[src/verilog/dgp_params.svh]
/*
 * Register indices, field positions, reset values and widths of the dedicated
 * GPIO/PWM unit. Assumes the host register port carries a word index, not bytes.
 */
`ifndef DGP_PARAMS_SVH
`define DGP_PARAMS_SVH

// ----------------------------------------
// register indices
// ----------------------------------------
`define DGP_ADDR_W       10
`define DGP_OFF_FSEL     10'h3c0
`define DGP_OFF_DIR0     10'h3c1
`define DGP_OFF_SET0     10'h3c2
`define DGP_OFF_CLR0     10'h3c3
`define DGP_OFF_STATE0   10'h3c4
`define DGP_OFF_MASK0    10'h3c9
`define DGP_OFF_POS0     10'h3ca
`define DGP_OFF_NEG0     10'h3cb
`define DGP_OFF_DIR1     10'h3cd
`define DGP_OFF_SET1     10'h3ce
`define DGP_OFF_CLR1     10'h3cf
`define DGP_OFF_STATE1   10'h3d0
`define DGP_OFF_MASK1    10'h3d5
`define DGP_OFF_POS1     10'h3d6
`define DGP_OFF_NEG1     10'h3d7
`define DGP_OFF_PWM0_CTL 10'h3d8
`define DGP_OFF_PWM0_HI  10'h3d9
`define DGP_OFF_PWM0_LO  10'h3da
`define DGP_OFF_PWM1_CTL 10'h3db
`define DGP_OFF_PWM1_HI  10'h3dc
`define DGP_OFF_PWM1_LO  10'h3dd

// ----------------------------------------
// widths, fields and reset values
// ----------------------------------------
`define DGP_REG_W        16
`define DGP_PINS         32
`define DGP_HALF         16
`define DGP_CTL_W        9
`define DGP_PER_W        12
`define DGP_CTL_EN_BIT   5
`define DGP_CTL_PIN_LSB  0
`define DGP_CTL_PIN_W    5
`define DGP_RST_REG      16'h0000
`define DGP_RST_PINS     32'h0000_0000
`define DGP_RST_CTL      9'h000
`define DGP_RST_PER      12'h000
`define DGP_HIGH_OWNED   16'hffff

`endif

[src/verilog/dgp_pkg.sv]
/*
 * Types shared by the dedicated GPIO/PWM unit and its PWM channel.
 * Assumes nothing beyond a SystemVerilog compiler.
 */
package dgp_pkg;

    // ----------------------------------------
    // pwm channel phases
    // ----------------------------------------
    typedef enum logic [1:0] {
        DGP_PWM_IDLE,
        DGP_PWM_HIGH,
        DGP_PWM_LOW
    } dgp_pwm_state_t;

endpackage : dgp_pkg

[src/verilog/dgp_unit.sv]
/*
 * Dedicated GPIO unit with two PWM channels behind a 16-bit register port.
 * Assumes the host port is on clk, one access per cycle, word indexed; pins
 * arrive asynchronously and are synchronised here.
 */
// Summary of operation
// - low-pin function bit 0 leaves pin to UART path, 1 gives it here
// - owned pin direction 0 is input, 1 output; reset is input
// - write-only set register: ones drive owned outputs high
// - write-only clear register: ones drive owned outputs low
// - every pin register is 16 bits, lower and upper half; function select has the lower half only
// - registers reset to zero
// - pwm high and low periods are 12 bits, upper bits read zero
// - falling-edge irq enable register for pins 31:16
// - state write drives owned outputs only; read returns live owned levels
// - owned input interrupts need mask and an edge enable
`timescale 1ns/1ps
`include "dgp_params.svh"

module dgp_unit
    import dgp_pkg::*;
#(
    parameter int PINS  = `DGP_PINS,
    parameter int PER_W = `DGP_PER_W
) (
    input  wire logic                   clk,
    input  wire logic                   rst_n,
    input  wire logic                   reg_wr,
    input  wire logic                   reg_rd,
    input  wire logic [`DGP_ADDR_W-1:0] reg_addr,
    input  wire logic [`DGP_REG_W-1:0]  reg_wdata,
    output logic      [`DGP_REG_W-1:0]  reg_rdata,
    input  wire logic [PINS-1:0]        pin_in,
    output logic      [PINS-1:0]        pin_out,
    output logic      [PINS-1:0]        pin_oe_n,
    input  wire logic [`DGP_HALF-1:0]   uart_out,
    input  wire logic [`DGP_HALF-1:0]   uart_oe_n,
    output logic                        edge_irq
);

    localparam int H = `DGP_HALF;

    logic [H-1:0]                       fsel_q, fsel_d;
    logic [PINS-1:0]                    dir_q, dir_d;
    logic [PINS-1:0]                    out_q, out_d;
    logic [PINS-1:0]                    mask_q, mask_d;
    logic [PINS-1:0]                    pos_q, pos_d;
    logic [PINS-1:0]                    neg_q, neg_d;
    logic [1:0][`DGP_CTL_W-1:0]         pctl_q, pctl_d;
    logic [1:0][PER_W-1:0]              phi_q, phi_d;
    logic [1:0][PER_W-1:0]              plo_q, plo_d;
    logic [`DGP_REG_W-1:0]              rdata_q, rdata_d;
    logic [PINS-1:0]                    meta_q, sync_q, prev_q;
    logic                               irq_q, irq_d;
    logic [PINS-1:0]                    pout_q, pout_d;
    logic [PINS-1:0]                    poe_n_q, poe_n_d;
    logic [PINS-1:0]                    owned, drive, pwm_sel, lvl, hits;
    logic [1:0]                         pwm_lvl;

    assign owned = {`DGP_HIGH_OWNED, fsel_q};
    assign drive = owned & dir_q;

    // ----------------------------------------
    // pwm channels
    // ----------------------------------------
    for (genvar c = 0; c < 2; c++) begin : g_pwm
        dgp_pwm #(.PER_W(PER_W)) u_pwm (
            .clk      (clk),
            .rst_n    (rst_n),
            .en       (pctl_q[c][`DGP_CTL_EN_BIT]),
            .high_cnt (phi_q[c]),
            .low_cnt  (plo_q[c]),
            .level    (pwm_lvl[c])
        );
    end

    // ----------------------------------------
    // pin synchroniser and edge detection
    // ----------------------------------------
    always_ff @(posedge clk) begin
        if (!rst_n) begin
            meta_q <= `DGP_RST_PINS;
            sync_q <= `DGP_RST_PINS;
            prev_q <= `DGP_RST_PINS;
        end else begin
            meta_q <= pin_in;
            sync_q <= meta_q;
            prev_q <= sync_q;
        end
    end

    // output pins never interrupt, whatever their mask
    assign hits = ((sync_q & ~prev_q & pos_q) | (~sync_q & prev_q & neg_q))
                  & mask_q & owned & ~dir_q;

    // ----------------------------------------
    // pin drive
    // ----------------------------------------
    // pwm wins over the latch on its pin; channel 1 wins a shared pin
    always_comb begin
        lvl     = out_q;
        pwm_sel = '0;
        for (int c = 0; c < 2; c++) begin
            if (pctl_q[c][`DGP_CTL_EN_BIT]) begin
                pwm_sel[pctl_q[c][`DGP_CTL_PIN_W-1:0]] = 1'b1;
                lvl[pctl_q[c][`DGP_CTL_PIN_W-1:0]]     = pwm_lvl[c];
            end
        end
        pwm_sel = pwm_sel & owned;
        pout_d  = lvl;
        poe_n_d = ~(drive | pwm_sel);
        pout_d[H-1:0]  = fsel_q & lvl[H-1:0] | ~fsel_q & uart_out;
        poe_n_d[H-1:0] = fsel_q & poe_n_d[H-1:0] | ~fsel_q & uart_oe_n;
        irq_d = |hits;
    end

    // ----------------------------------------
    // register writes and reads
    // ----------------------------------------
    always_comb begin
        fsel_d  = fsel_q;
        dir_d   = dir_q;
        out_d   = out_q;
        mask_d  = mask_q;
        pos_d   = pos_q;
        neg_d   = neg_q;
        pctl_d  = pctl_q;
        phi_d   = phi_q;
        plo_d   = plo_q;
        rdata_d = rdata_q;
        if (reg_wr) begin
            case (reg_addr)
                `DGP_OFF_FSEL:     fsel_d = reg_wdata;
                `DGP_OFF_DIR0:     dir_d[H-1:0] = reg_wdata;
                `DGP_OFF_DIR1:     dir_d[PINS-1:H] = reg_wdata;
                `DGP_OFF_SET0:     out_d[H-1:0] = out_q[H-1:0] | reg_wdata & drive[H-1:0];
                `DGP_OFF_SET1:     out_d[PINS-1:H] = out_q[PINS-1:H] | reg_wdata & drive[PINS-1:H];
                `DGP_OFF_CLR0:     out_d[H-1:0] = out_q[H-1:0] & ~(reg_wdata & drive[H-1:0]);
                `DGP_OFF_CLR1:     out_d[PINS-1:H] = out_q[PINS-1:H] & ~(reg_wdata & drive[PINS-1:H]);
                `DGP_OFF_STATE0:   out_d[H-1:0] = out_q[H-1:0] & ~drive[H-1:0]
                                                  | reg_wdata & drive[H-1:0];
                `DGP_OFF_STATE1:   out_d[PINS-1:H] = out_q[PINS-1:H] & ~drive[PINS-1:H]
                                                     | reg_wdata & drive[PINS-1:H];
                `DGP_OFF_MASK0:    mask_d[H-1:0] = reg_wdata;
                `DGP_OFF_MASK1:    mask_d[PINS-1:H] = reg_wdata;
                `DGP_OFF_POS0:     pos_d[H-1:0] = reg_wdata;
                `DGP_OFF_POS1:     pos_d[PINS-1:H] = reg_wdata;
                `DGP_OFF_NEG0:     neg_d[H-1:0] = reg_wdata;
                `DGP_OFF_NEG1:     neg_d[PINS-1:H] = reg_wdata;
                `DGP_OFF_PWM0_CTL: pctl_d[0] = reg_wdata[`DGP_CTL_W-1:0];
                `DGP_OFF_PWM1_CTL: pctl_d[1] = reg_wdata[`DGP_CTL_W-1:0];
                `DGP_OFF_PWM0_HI:  phi_d[0] = reg_wdata[PER_W-1:0];
                `DGP_OFF_PWM1_HI:  phi_d[1] = reg_wdata[PER_W-1:0];
                `DGP_OFF_PWM0_LO:  plo_d[0] = reg_wdata[PER_W-1:0];
                `DGP_OFF_PWM1_LO:  plo_d[1] = reg_wdata[PER_W-1:0];
                default: ;
            endcase
        end
        if (reg_rd) begin
            // set and clear are write only and read as zero, like any hole
            case (reg_addr)
                `DGP_OFF_FSEL:     rdata_d = fsel_q;
                `DGP_OFF_DIR0:     rdata_d = dir_q[H-1:0];
                `DGP_OFF_DIR1:     rdata_d = dir_q[PINS-1:H];
                `DGP_OFF_STATE0:   rdata_d = sync_q[H-1:0] & owned[H-1:0];
                `DGP_OFF_STATE1:   rdata_d = sync_q[PINS-1:H] & owned[PINS-1:H];
                `DGP_OFF_MASK0:    rdata_d = mask_q[H-1:0];
                `DGP_OFF_MASK1:    rdata_d = mask_q[PINS-1:H];
                `DGP_OFF_POS0:     rdata_d = pos_q[H-1:0];
                `DGP_OFF_POS1:     rdata_d = pos_q[PINS-1:H];
                `DGP_OFF_NEG0:     rdata_d = neg_q[H-1:0];
                `DGP_OFF_NEG1:     rdata_d = neg_q[PINS-1:H];
                `DGP_OFF_PWM0_CTL: rdata_d = `DGP_REG_W'(pctl_q[0]);
                `DGP_OFF_PWM1_CTL: rdata_d = `DGP_REG_W'(pctl_q[1]);
                `DGP_OFF_PWM0_HI:  rdata_d = `DGP_REG_W'(phi_q[0]);
                `DGP_OFF_PWM1_HI:  rdata_d = `DGP_REG_W'(phi_q[1]);
                `DGP_OFF_PWM0_LO:  rdata_d = `DGP_REG_W'(plo_q[0]);
                `DGP_OFF_PWM1_LO:  rdata_d = `DGP_REG_W'(plo_q[1]);
                default:           rdata_d = `DGP_RST_REG;
            endcase
        end
    end

    always_ff @(posedge clk) begin
        if (!rst_n) begin
            fsel_q  <= `DGP_RST_REG;
            dir_q   <= `DGP_RST_PINS;
            out_q   <= `DGP_RST_PINS;
            mask_q  <= `DGP_RST_PINS;
            pos_q   <= `DGP_RST_PINS;
            neg_q   <= `DGP_RST_PINS;
            pctl_q  <= {2{`DGP_RST_CTL}};
            phi_q   <= {2{`DGP_RST_PER}};
            plo_q   <= {2{`DGP_RST_PER}};
            rdata_q <= `DGP_RST_REG;
            irq_q   <= 1'b0;
            pout_q  <= `DGP_RST_PINS;
            poe_n_q <= ~`DGP_RST_PINS;
        end else begin
            fsel_q  <= fsel_d;
            dir_q   <= dir_d;
            out_q   <= out_d;
            mask_q  <= mask_d;
            pos_q   <= pos_d;
            neg_q   <= neg_d;
            pctl_q  <= pctl_d;
            phi_q   <= phi_d;
            plo_q   <= plo_d;
            rdata_q <= rdata_d;
            irq_q   <= irq_d;
            pout_q  <= pout_d;
            poe_n_q <= poe_n_d;
        end
    end

    assign reg_rdata = rdata_q;
    assign pin_out   = pout_q;
    assign pin_oe_n  = poe_n_q;
    assign edge_irq  = irq_q;
endmodule : dgp_unit

[src/verilog/dgp_pwm.sv]
/*
 * One PWM channel: high for the high count, low for the low count, repeating.
 * Assumes counts are stable software values on the same clock.
 */
`timescale 1ns/1ps
`include "dgp_params.svh"

module dgp_pwm
    import dgp_pkg::*;
#(
    parameter int PER_W = `DGP_PER_W
) (
    input  wire logic             clk,
    input  wire logic             rst_n,
    input  wire logic             en,
    input  wire logic [PER_W-1:0] high_cnt,
    input  wire logic [PER_W-1:0] low_cnt,
    output logic                  level
);

    dgp_pwm_state_t   state_q, state_d;
    logic [PER_W-1:0] cnt_q, cnt_d;
    logic             level_q, level_d;

    // ----------------------------------------
    // phase sequencing
    // ----------------------------------------
    // a phase lasts max(count,1) cycles; a zero count cannot stall the wave
    always_comb begin
        state_d = state_q;
        cnt_d   = cnt_q + PER_W'(1);
        level_d = 1'b0;
        unique case (state_q)
            DGP_PWM_IDLE: begin
                cnt_d = '0;
                if (en) begin
                    state_d = DGP_PWM_HIGH;
                    level_d = 1'b1;
                end
            end
            DGP_PWM_HIGH: begin
                level_d = 1'b1;
                if (cnt_q + PER_W'(1) >= high_cnt) begin
                    state_d = DGP_PWM_LOW;
                    cnt_d   = '0;
                    level_d = 1'b0;
                end
            end
            DGP_PWM_LOW: begin
                if (cnt_q + PER_W'(1) >= low_cnt) begin
                    state_d = DGP_PWM_HIGH;
                    cnt_d   = '0;
                    level_d = 1'b1;
                end
            end
        endcase
        if (!en) begin
            state_d = DGP_PWM_IDLE;
            cnt_d   = '0;
            level_d = 1'b0;
        end
    end

    always_ff @(posedge clk) begin
        if (!rst_n) begin
            state_q <= DGP_PWM_IDLE;
            cnt_q   <= '0;
            level_q <= 1'b0;
        end else begin
            state_q <= state_d;
            cnt_q   <= cnt_d;
            level_q <= level_d;
        end
    end

    assign level = level_q;
endmodule : dgp_pwm

[config.mk]
export PLATFORM = sky130hd
export DESIGN_NAME = dgp_unit
export DESIGN_NICKNAME = d
export VERILOG_FILES = /design/src/verilog/dgp_pkg.sv /design/src/verilog/dgp_unit.sv /design/src/verilog/dgp_pwm.sv
export VERILOG_INCLUDE_DIRS = /design/src /design/src/verilog
export SDC_FILE = /design/constraint.sdc
export NUM_CORES = 1
export LEC_CHECK = 0
export BUFFER_PORTS_ARGS = -buffer_cell sky130_fd_sc_hd__buf_2
export CORE_MARGIN = 5
export CORE_UTILIZATION = 45
export DETAILED_ROUTE_END_ITERATION = 12
export PLACE_DENSITY_LB_ADDON = 0.12
export SYNTH_ARGS = -nofsm -noshare
export SYNTH_HDL_FRONTEND = slang
export SYNTH_SLANG_ARGS = --single-unit
[constraint.sdc]
create_clock -name clk -period 7.6 [get_ports clk]
set_clock_uncertainty 0.15 [all_clocks]
set_input_delay 0.76 -clock clk [delete_from_list [all_inputs] [get_ports clk]]
set_output_delay 0.76 -clock clk [all_outputs]
set_load 0.01 [all_outputs]
==> flow_metrics.py, run 1 <==
metrics = {
    "synth": {
        "synth_area_leaders": "dfxtp_1 41%, nand2_1 7.3%, mux2i_1 7.0%",
        "syn_nets": 2672,
        "yosys.area_share.simple_pct": 25.5,
        "synthMuxAreaShare_pct": 7.53,
        "netlist_instances": 2524,
        "async_reset_ff_share_pct": 0,
        "synth_edf_count": 0,
        "synth_warnings": 0,
        "syn-mean-instance-area_um2": 8.65,
        "syn-cell-area_um2": 21800,
        "synthFlopType": "dfxtp_1",
        "synth_top_family_by_area": "simple AND/OR/NAND/NOR gates",
        "synthAdderAreaFrac_pct": 3.10,
        "synth_commonest_cells": "449 x dfxtp_1, 423 x nand2_1, 153 x mux2i_1",
        "synth_top_area_cell": "dfxtp_1",
        "ys_ff_latch": 449,
        "synth_cell_types": 83,
        "synth_top_cell_area_share_pct": 41.2,
        "synth_compound_area_share_pct": 17.2,
        "synth_xor_area_share_pct": 0.802,
        "synth_seq_area_share_pct": 41.2,
        "synth_most_common_cell": "dfxtp_1",
    },
    "grt": {
        "grt_start_max_net_pins": 145,
        "grt_pass1_vias": 18300,
        "grt_usage_pct": 29.0,
        "gr-total-overflow": 0,
        "grt_antenna_before_repair": 6,
        "grt_pass1_wl_mm": 119,
    },
    "die": {
        "initial_core_util_pct": 45.6,
        "die_h_um": 230,
        "core.rowCount": 80,
        "die_w_um": 230,
        "num_io_pins": 175,
        "core_um2": 47800,
        "die_area_um2": 53000,
    },
    "power_and_ir_drop": {
        "cellPowerDensity_nw_per_um2": 209,
        "ir_drop_v": 0.000151,
        "leakage_uw": 0.00896,
    },
    "timing": {
        "finalSetupViolations": 0,
        "fin_crit_sh_pct": 49.4,
        "hold_ws_ns": 0.228,
        "relSlewSlack_pct": 11.5,
        "slew_violations": 0,
        "post-route-min-period_ns": 3.76,
        "setup_tns_ns": 0,
        "max_freq_mhz": 266,
        "hold_viol": 0,
        "worst_pin_slew_ns": 1.32,
        "fin_ws_ns": 3.84,
        "rsz0062_at_grt": "false",
    },
    "min_path": {
        "hold_class": "in -> reg",
        "min_from": "pin_in[17]",
    },
    "drt": {
        "routed_via_density": 5.98,
        "wl_per_cell_um": 24.7,
        "drt_pass1_iterations": 8,
        "drt-total-wl_mm": 80.1,
        "drc": 0,
        "postRouteAntennaNets": 0,
        "vias": 19400,
        "detail_route.iter0.violations": 2391,
    },
    "finish": {
        "fin_cells": 3243,
        "drive_above_1_share_pct": 12.3,
        "fin_area_um2": 24500,
        "area_growth_pct": 12.4,
        "layout.nets": 2734,
    },
    "worst_setup_path": {
        "r2r_setup_slack_ns": 3.84,
        "critPathMaxStageDelay_ns": 0.47,
        "arrival_ns": 4.11,
        "critPathCaptureType": "flop",
        "critical-path-top-delay-family": "compound AO/OA/AOI/OAI gates",
        "start_kind": "flop",
        "criticalPathCategory": "reg -> reg",
        "cpMaxStageDelayCell": "a311oi_2",
        "cp_common_cell": "nor2_1",
        "critPathMaxFanout": 12,
        "cp.buffers_inverters": 0,
        "worst_ep_required_time_ns": 7.96,
        "crit_path_start": "g_pwm[0].u_pwm.cnt_q[0]$_SDFF_PN0_",
        "cp_cell_sequence": "nand2_1 -> nor2_1 -> and3_1 -> xor2_1 -> ha_1 -> a211oi_1 -> nor2_1 -> a2111o_1 -> a311oi_2 -> o21ai_1 -> nor2b_1",
        "r2r_start": "g_pwm[0].u_pwm.cnt_q[0]$_SDFF_PN0_",
    },
    "clock_tree": {
        "htreeDepth": 2,
        "clock-sinks": 449,
        "numCtsBuffers": 49,
        "insertion_delay_ns": 0.59,
        "cts_max_path_buffers": 3,
        "cts_hold_buf": 0,
        "cts_tree": "done",
        "root_buffer": "clkbuf_16",
        "cts_resized": 0,
        "cts.clk_slew.worst_paths_ns": 0.06,
        "post_cts_buffers": 0,
    },
    "placed_design": {
        "placedCellCount": 3150,
        "post-place-ws_ns": 3.56,
        "port_buffers": 174,
        "postPlaceCellArea_um2": 22800,
        "place_hpwl_mm": 57.2,
        "routabilityCongestion": 1.03,
    },
    "run_status": {
        "outcome": "finished clean",
    },
    "run": {
        "cap_violations": 0,
    },
}
-- cell families (layout without fill, tap and decap cells) --
group                    count (synthesis)  in the layout
AO/OA/AOI/OAI                          545            545
AND/OR/NAND/NOR                       1046           1046
flip-flops                             449            449
other                                    0              4
multiplexers                           163            163
buffers and inverters                  247            347
adder cells (fa/ha/maj)                 54             54
XOR/XNOR                                20             20
-- power breakdown --
group,total (µW),leakage (µW),switching [µW],internal [µW]
clock,2490,0.000826,990,1500
combinational,226,0.00449,152,73.7
sequential,2400,0.00364,17.7,2380
total,5120,0.00896,1160,3960
-- per-layer routing --
layer | track usage [%] | vias to the layer above | share of wire, %
met5 | 0 | - | 0.039
met4 | 12.2 | 4 | 4.3
met3 | 5.24 | 203 | 9.6
met2 | 42.6 | 1013 | 42
met1 | 41.9 | 9217 | 44
li1 | - | 8941 | -
-- placed cells by master (no fill, tap or decap), types with 34 or more instances in the layout --
cell type and n:
a21oi_1 43, clkbuf_16 51, mux2i_1 153, o21ai_0 140
a21boi_0 101, buf_2 173, nand2_1 423, a21boi_1 49
dfxtp_1 449, nand4_1 35, and2_1 129, a22oi_1 34
nand3b_1 63, nor2b_1 140, nand3_1 46, nor2_1 84
ha_1 54, inv_1 67
-- worst paths after layout --
kind,to,depth (start not counted)
max,g_pwm[0].u_pwm.cnt_q[10]$_SDFF_PN0_,11
min,meta_q[17]$_SDFF_PN0_,2
max reg2reg,g_pwm[0].u_pwm.cnt_q[10]$_SDFF_PN0_,11
min reg2reg,sync_q[3]$_SDFF_PN0_,1
-- layout make-up --
class,count,area [µm²]
Timing Repair Buffer,191,1010
Clock inverter,17,221
Sequential cell,449,8990
Inverter,67,251
Antenna cell,4,10.0
Clock buffer,72,1470
Tap cell,615,769
Fill cell,4546,23300
Multi-Input combinational cell,1828,11800
-- registers in the layout, summed over array words and instances, names as in the netlist --
| name | flops |
|---|---|
| dir_q | 32 |
| edge_irq | 1 |
| fsel_q | 16 |
| g_pwm.u_pwm.cnt_q | 24 |
| g_pwm.u_pwm.level | 2 |
| g_pwm.u_pwm.state_q | 4 |
| mask_q | 32 |
| meta_q | 32 |
| neg_q | 32 |
| out_q | 32 |
| pctl_q | 18 |
| phi_q | 24 |
| pin_oe_n | 32 |
| pin_out | 32 |
| plo_q | 24 |
| pos_q | 32 |
| prev_q | 32 |
| reg_rdata | 16 |
| sync_q | 32 |
-- metrics by stage --
step	util, %	power [µW]
finish	51.3	5120
floorplan	-	2570
global route	51.3	5270
detailed placement	47.7	2670
global placement	47.7	2670
CTS	51.3	5160
No activity file was read; power rests on OpenSTA's default activity.
==> run 2, diff against run 1 <==
clock period = 3.13 ns   (was 7.6 ns; I/O delays follow)
==> run 2 against run 1 <==
Effect of this change: final area rose by 7.3%; utilization rose by 3.7 points; global-route usage rose by 1.3 points; clock power rose to 2.5 times the previous value; first-iteration DRC count fell by 17%; routed wire length rose by 3.9%; total power rose to 2.5 times the previous value; setup slack got worse by 3.7 ns; sequential cell count did not move; worst hold slack got worse by 0.19 ns; register-to-register slack got worse by 3.7 ns; cell count rose by 5.1%; critical endpoint is now g_pwm[1].u_pwm.state_q[1]$_SDFFE_PN0P_; largest power group unchanged; highest routed layer unchanged.
==> flow_metrics.py, run 2 (synthesized netlist as in run 1, its figures left out) <==
metrics = {
    "timing": {
        "setup_tns_ns": 0,
        "relSlewSlack_pct": 42.7,
        "hold_viol": 0,
        "max_freq_mhz": 340,
        "worst_pin_slew_ns": 0.859,
        "slew_violations": 0,
        "fin_crit_sh_pct": 93.9,
        "finalSetupViolations": 0,
        "post-route-min-period_ns": 2.94,
        "hold_ws_ns": 0.0359,
    },
    "clock_tree": {
        "root_buffer": "clkbuf_16",
        "numCtsBuffers": 50,
        "insertion_delay_ns": 0.60,
        "cts.clk_slew.worst_paths_ns": 0.06,
        "cts_max_path_buffers": 3,
        "cts_tree": "done",
        "clock-sinks": 449,
        "htreeDepth": 2,
    },
    "grt": {
        "gr-usage-met3_pct": 5.98,
        "grt_pass1_vias": 19000,
        "grt_pass1_wl_mm": 123,
        "grt_antenna_before_repair": 1,
        "grt_usage_pct": 30.3,
        "gr-max-usage-layer": "met2",
        "use_met2_pct": 46.0,
        "grt_start_max_net_pins": 105,
        "use_met1_pct": 42.9,
        "gr-total-overflow": 0,
    },
    "placed_design": {
        "place_hpwl_mm": 59.1,
        "routabilityCongestion": 1.00,
        "port_buffers": 174,
        "postPlaceCellArea_um2": 23700,
    },
    "power_and_ir_drop": {
        "cellPowerDensity_nw_per_um2": 488,
        "leakage_uw": 0.00993,
        "ir_drop_v": 0.000384,
        "totalPowerFinal_uw": 12800,
    },
    "drt": {
        "drc": 0,
        "detail_route.iter0.violations": 1989,
        "vias": 19900,
        "drt_pass1_iterations": 6,
        "postRouteAntennaNets": 0,
        "drt-total-wl_mm": 83.2,
        "wl_per_cell_um": 24.4,
        "routed_via_density": 5.85,
    },
    "worst_setup_path": {
        "cpMaxStageDelayCell": "a2111o_1",
        "critPathMaxStageDelay_ns": 0.41,
        "start_kind": "flop",
        "arrival_ns": 3.28,
        "cp_common_cell": "nor2_2",
        "cp.buffers_inverters": 2,
        "worst_ep_required_time_ns": 3.47,
        "criticalPathCategory": "reg -> reg",
        "critPathCaptureType": "flop",
        "critPathMaxFanout": 4,
        "cp_cell_sequence": "nand3_4 -> buf_4 -> nor2_2 -> nand4_1 -> xnor2_2 -> ha_1 -> nand4_1 -> nor2_2 -> a2111o_1 -> a311oi_2 -> buf_4 -> nor2_2 -> o31ai_1",
        "critical-path-top-delay-family": "compound AO/OA/AOI/OAI gates",
    },
    "die": {
        "die_w_um": 230,
        "core_um2": 47800,
        "die_h_um": 230,
        "core.rowCount": 80,
        "num_io_pins": 175,
        "initial_core_util_pct": 45.6,
        "die_area_um2": 53000,
    },
    "finish": {
        "multiInputGateArea_um2": 12000,
        "fin_area_um2": 26300,
        "regArea_um2": 9010,
        "layout.nets": 2904,
        "final_cell_mix": "440 x dfxtp_1, 423 x nand2_1, 173 x buf_2",
        "diodes": 0,
        "drive_above_1_share_pct": 16.5,
        "final_common_cell": "dfxtp_1",
        "fillCellCount": 4355,
        "area_growth_pct": 20.6,
    },
    "run_status": {
        "outcome": "finished clean",
    },
    "min_path": {
        "hold_class": "in -> reg",
    },
    "run": {
        "cap_violations": 0,
    },
}
==> run 2: repair_timing <==
item,CTS,global route
setup buffers,0,5
pin swaps,0,16
hold buffers,66,0
setup endpoints to repair,27,30
hold endpoints to repair,70,0
gates resized for setup,8,33
==> run 2: where the power goes <==
group,total [µW],switching [µW],internal [µW]
logic,677,411,266
clock network,6340,2430,3920
registers,5830,41.3,5790
total,12800,2880,9970
==> run 2: routing by layer <==
metal	share of wire (%)	routed length [µm]	up-vias
met5	0.013	11	-
met4	4.1	3370	2
li1	-	-	9243
met3	8.8	7310	172
met2	43	35700	943
met1	44	36800	9588
==> run 2: worst paths after layout <==
| check | from | cells past startpoint | endpoint | slack [ns] |
|---|---|---|---|---|
| worst max-delay path | g_pwm[1].u_pwm.cnt_q[4]$_SDFF_PN0_ | 13 | g_pwm[1].u_pwm.state_q[1]$_SDFFE_PN0P_ | 0.19 |
| worst min-delay path | rst_n | 2 | pin_oe_n[20]$_SDFF_PN1_ | 0.04 |
| worst max register to register | g_pwm[1].u_pwm.cnt_q[4]$_SDFF_PN0_ | 13 | g_pwm[1].u_pwm.state_q[1]$_SDFFE_PN0P_ | 0.19 |
| worst min register to register | meta_q[20]$_SDFF_PN0_ | 1 | sync_q[20]$_SDFF_PN0_ | 0.28 |
==> run 2: stage by stage <==
step,instances,setup slack [ns],util (%)
6_report,3410,0.191,55.0
5_1_grt,3410,-0.0221,55.0
4_1_cts,3405,0.00770,54.7
3_5_place_dp,3248,-0.182,49.5
3_3_place_gp,3248,-0.0308,49.5
2_1_floorplan,2524,0.134,-
==> run 2: cell type report <==
class,count,share of cell area [%]
tap,615,2.92
clock inverter,21,1.29
timing repair buffer,360,9.71
clock buffer,70,5.42
inverter,67,0.955
sequential,449,34.2
multi-input combinational,1828,45.5
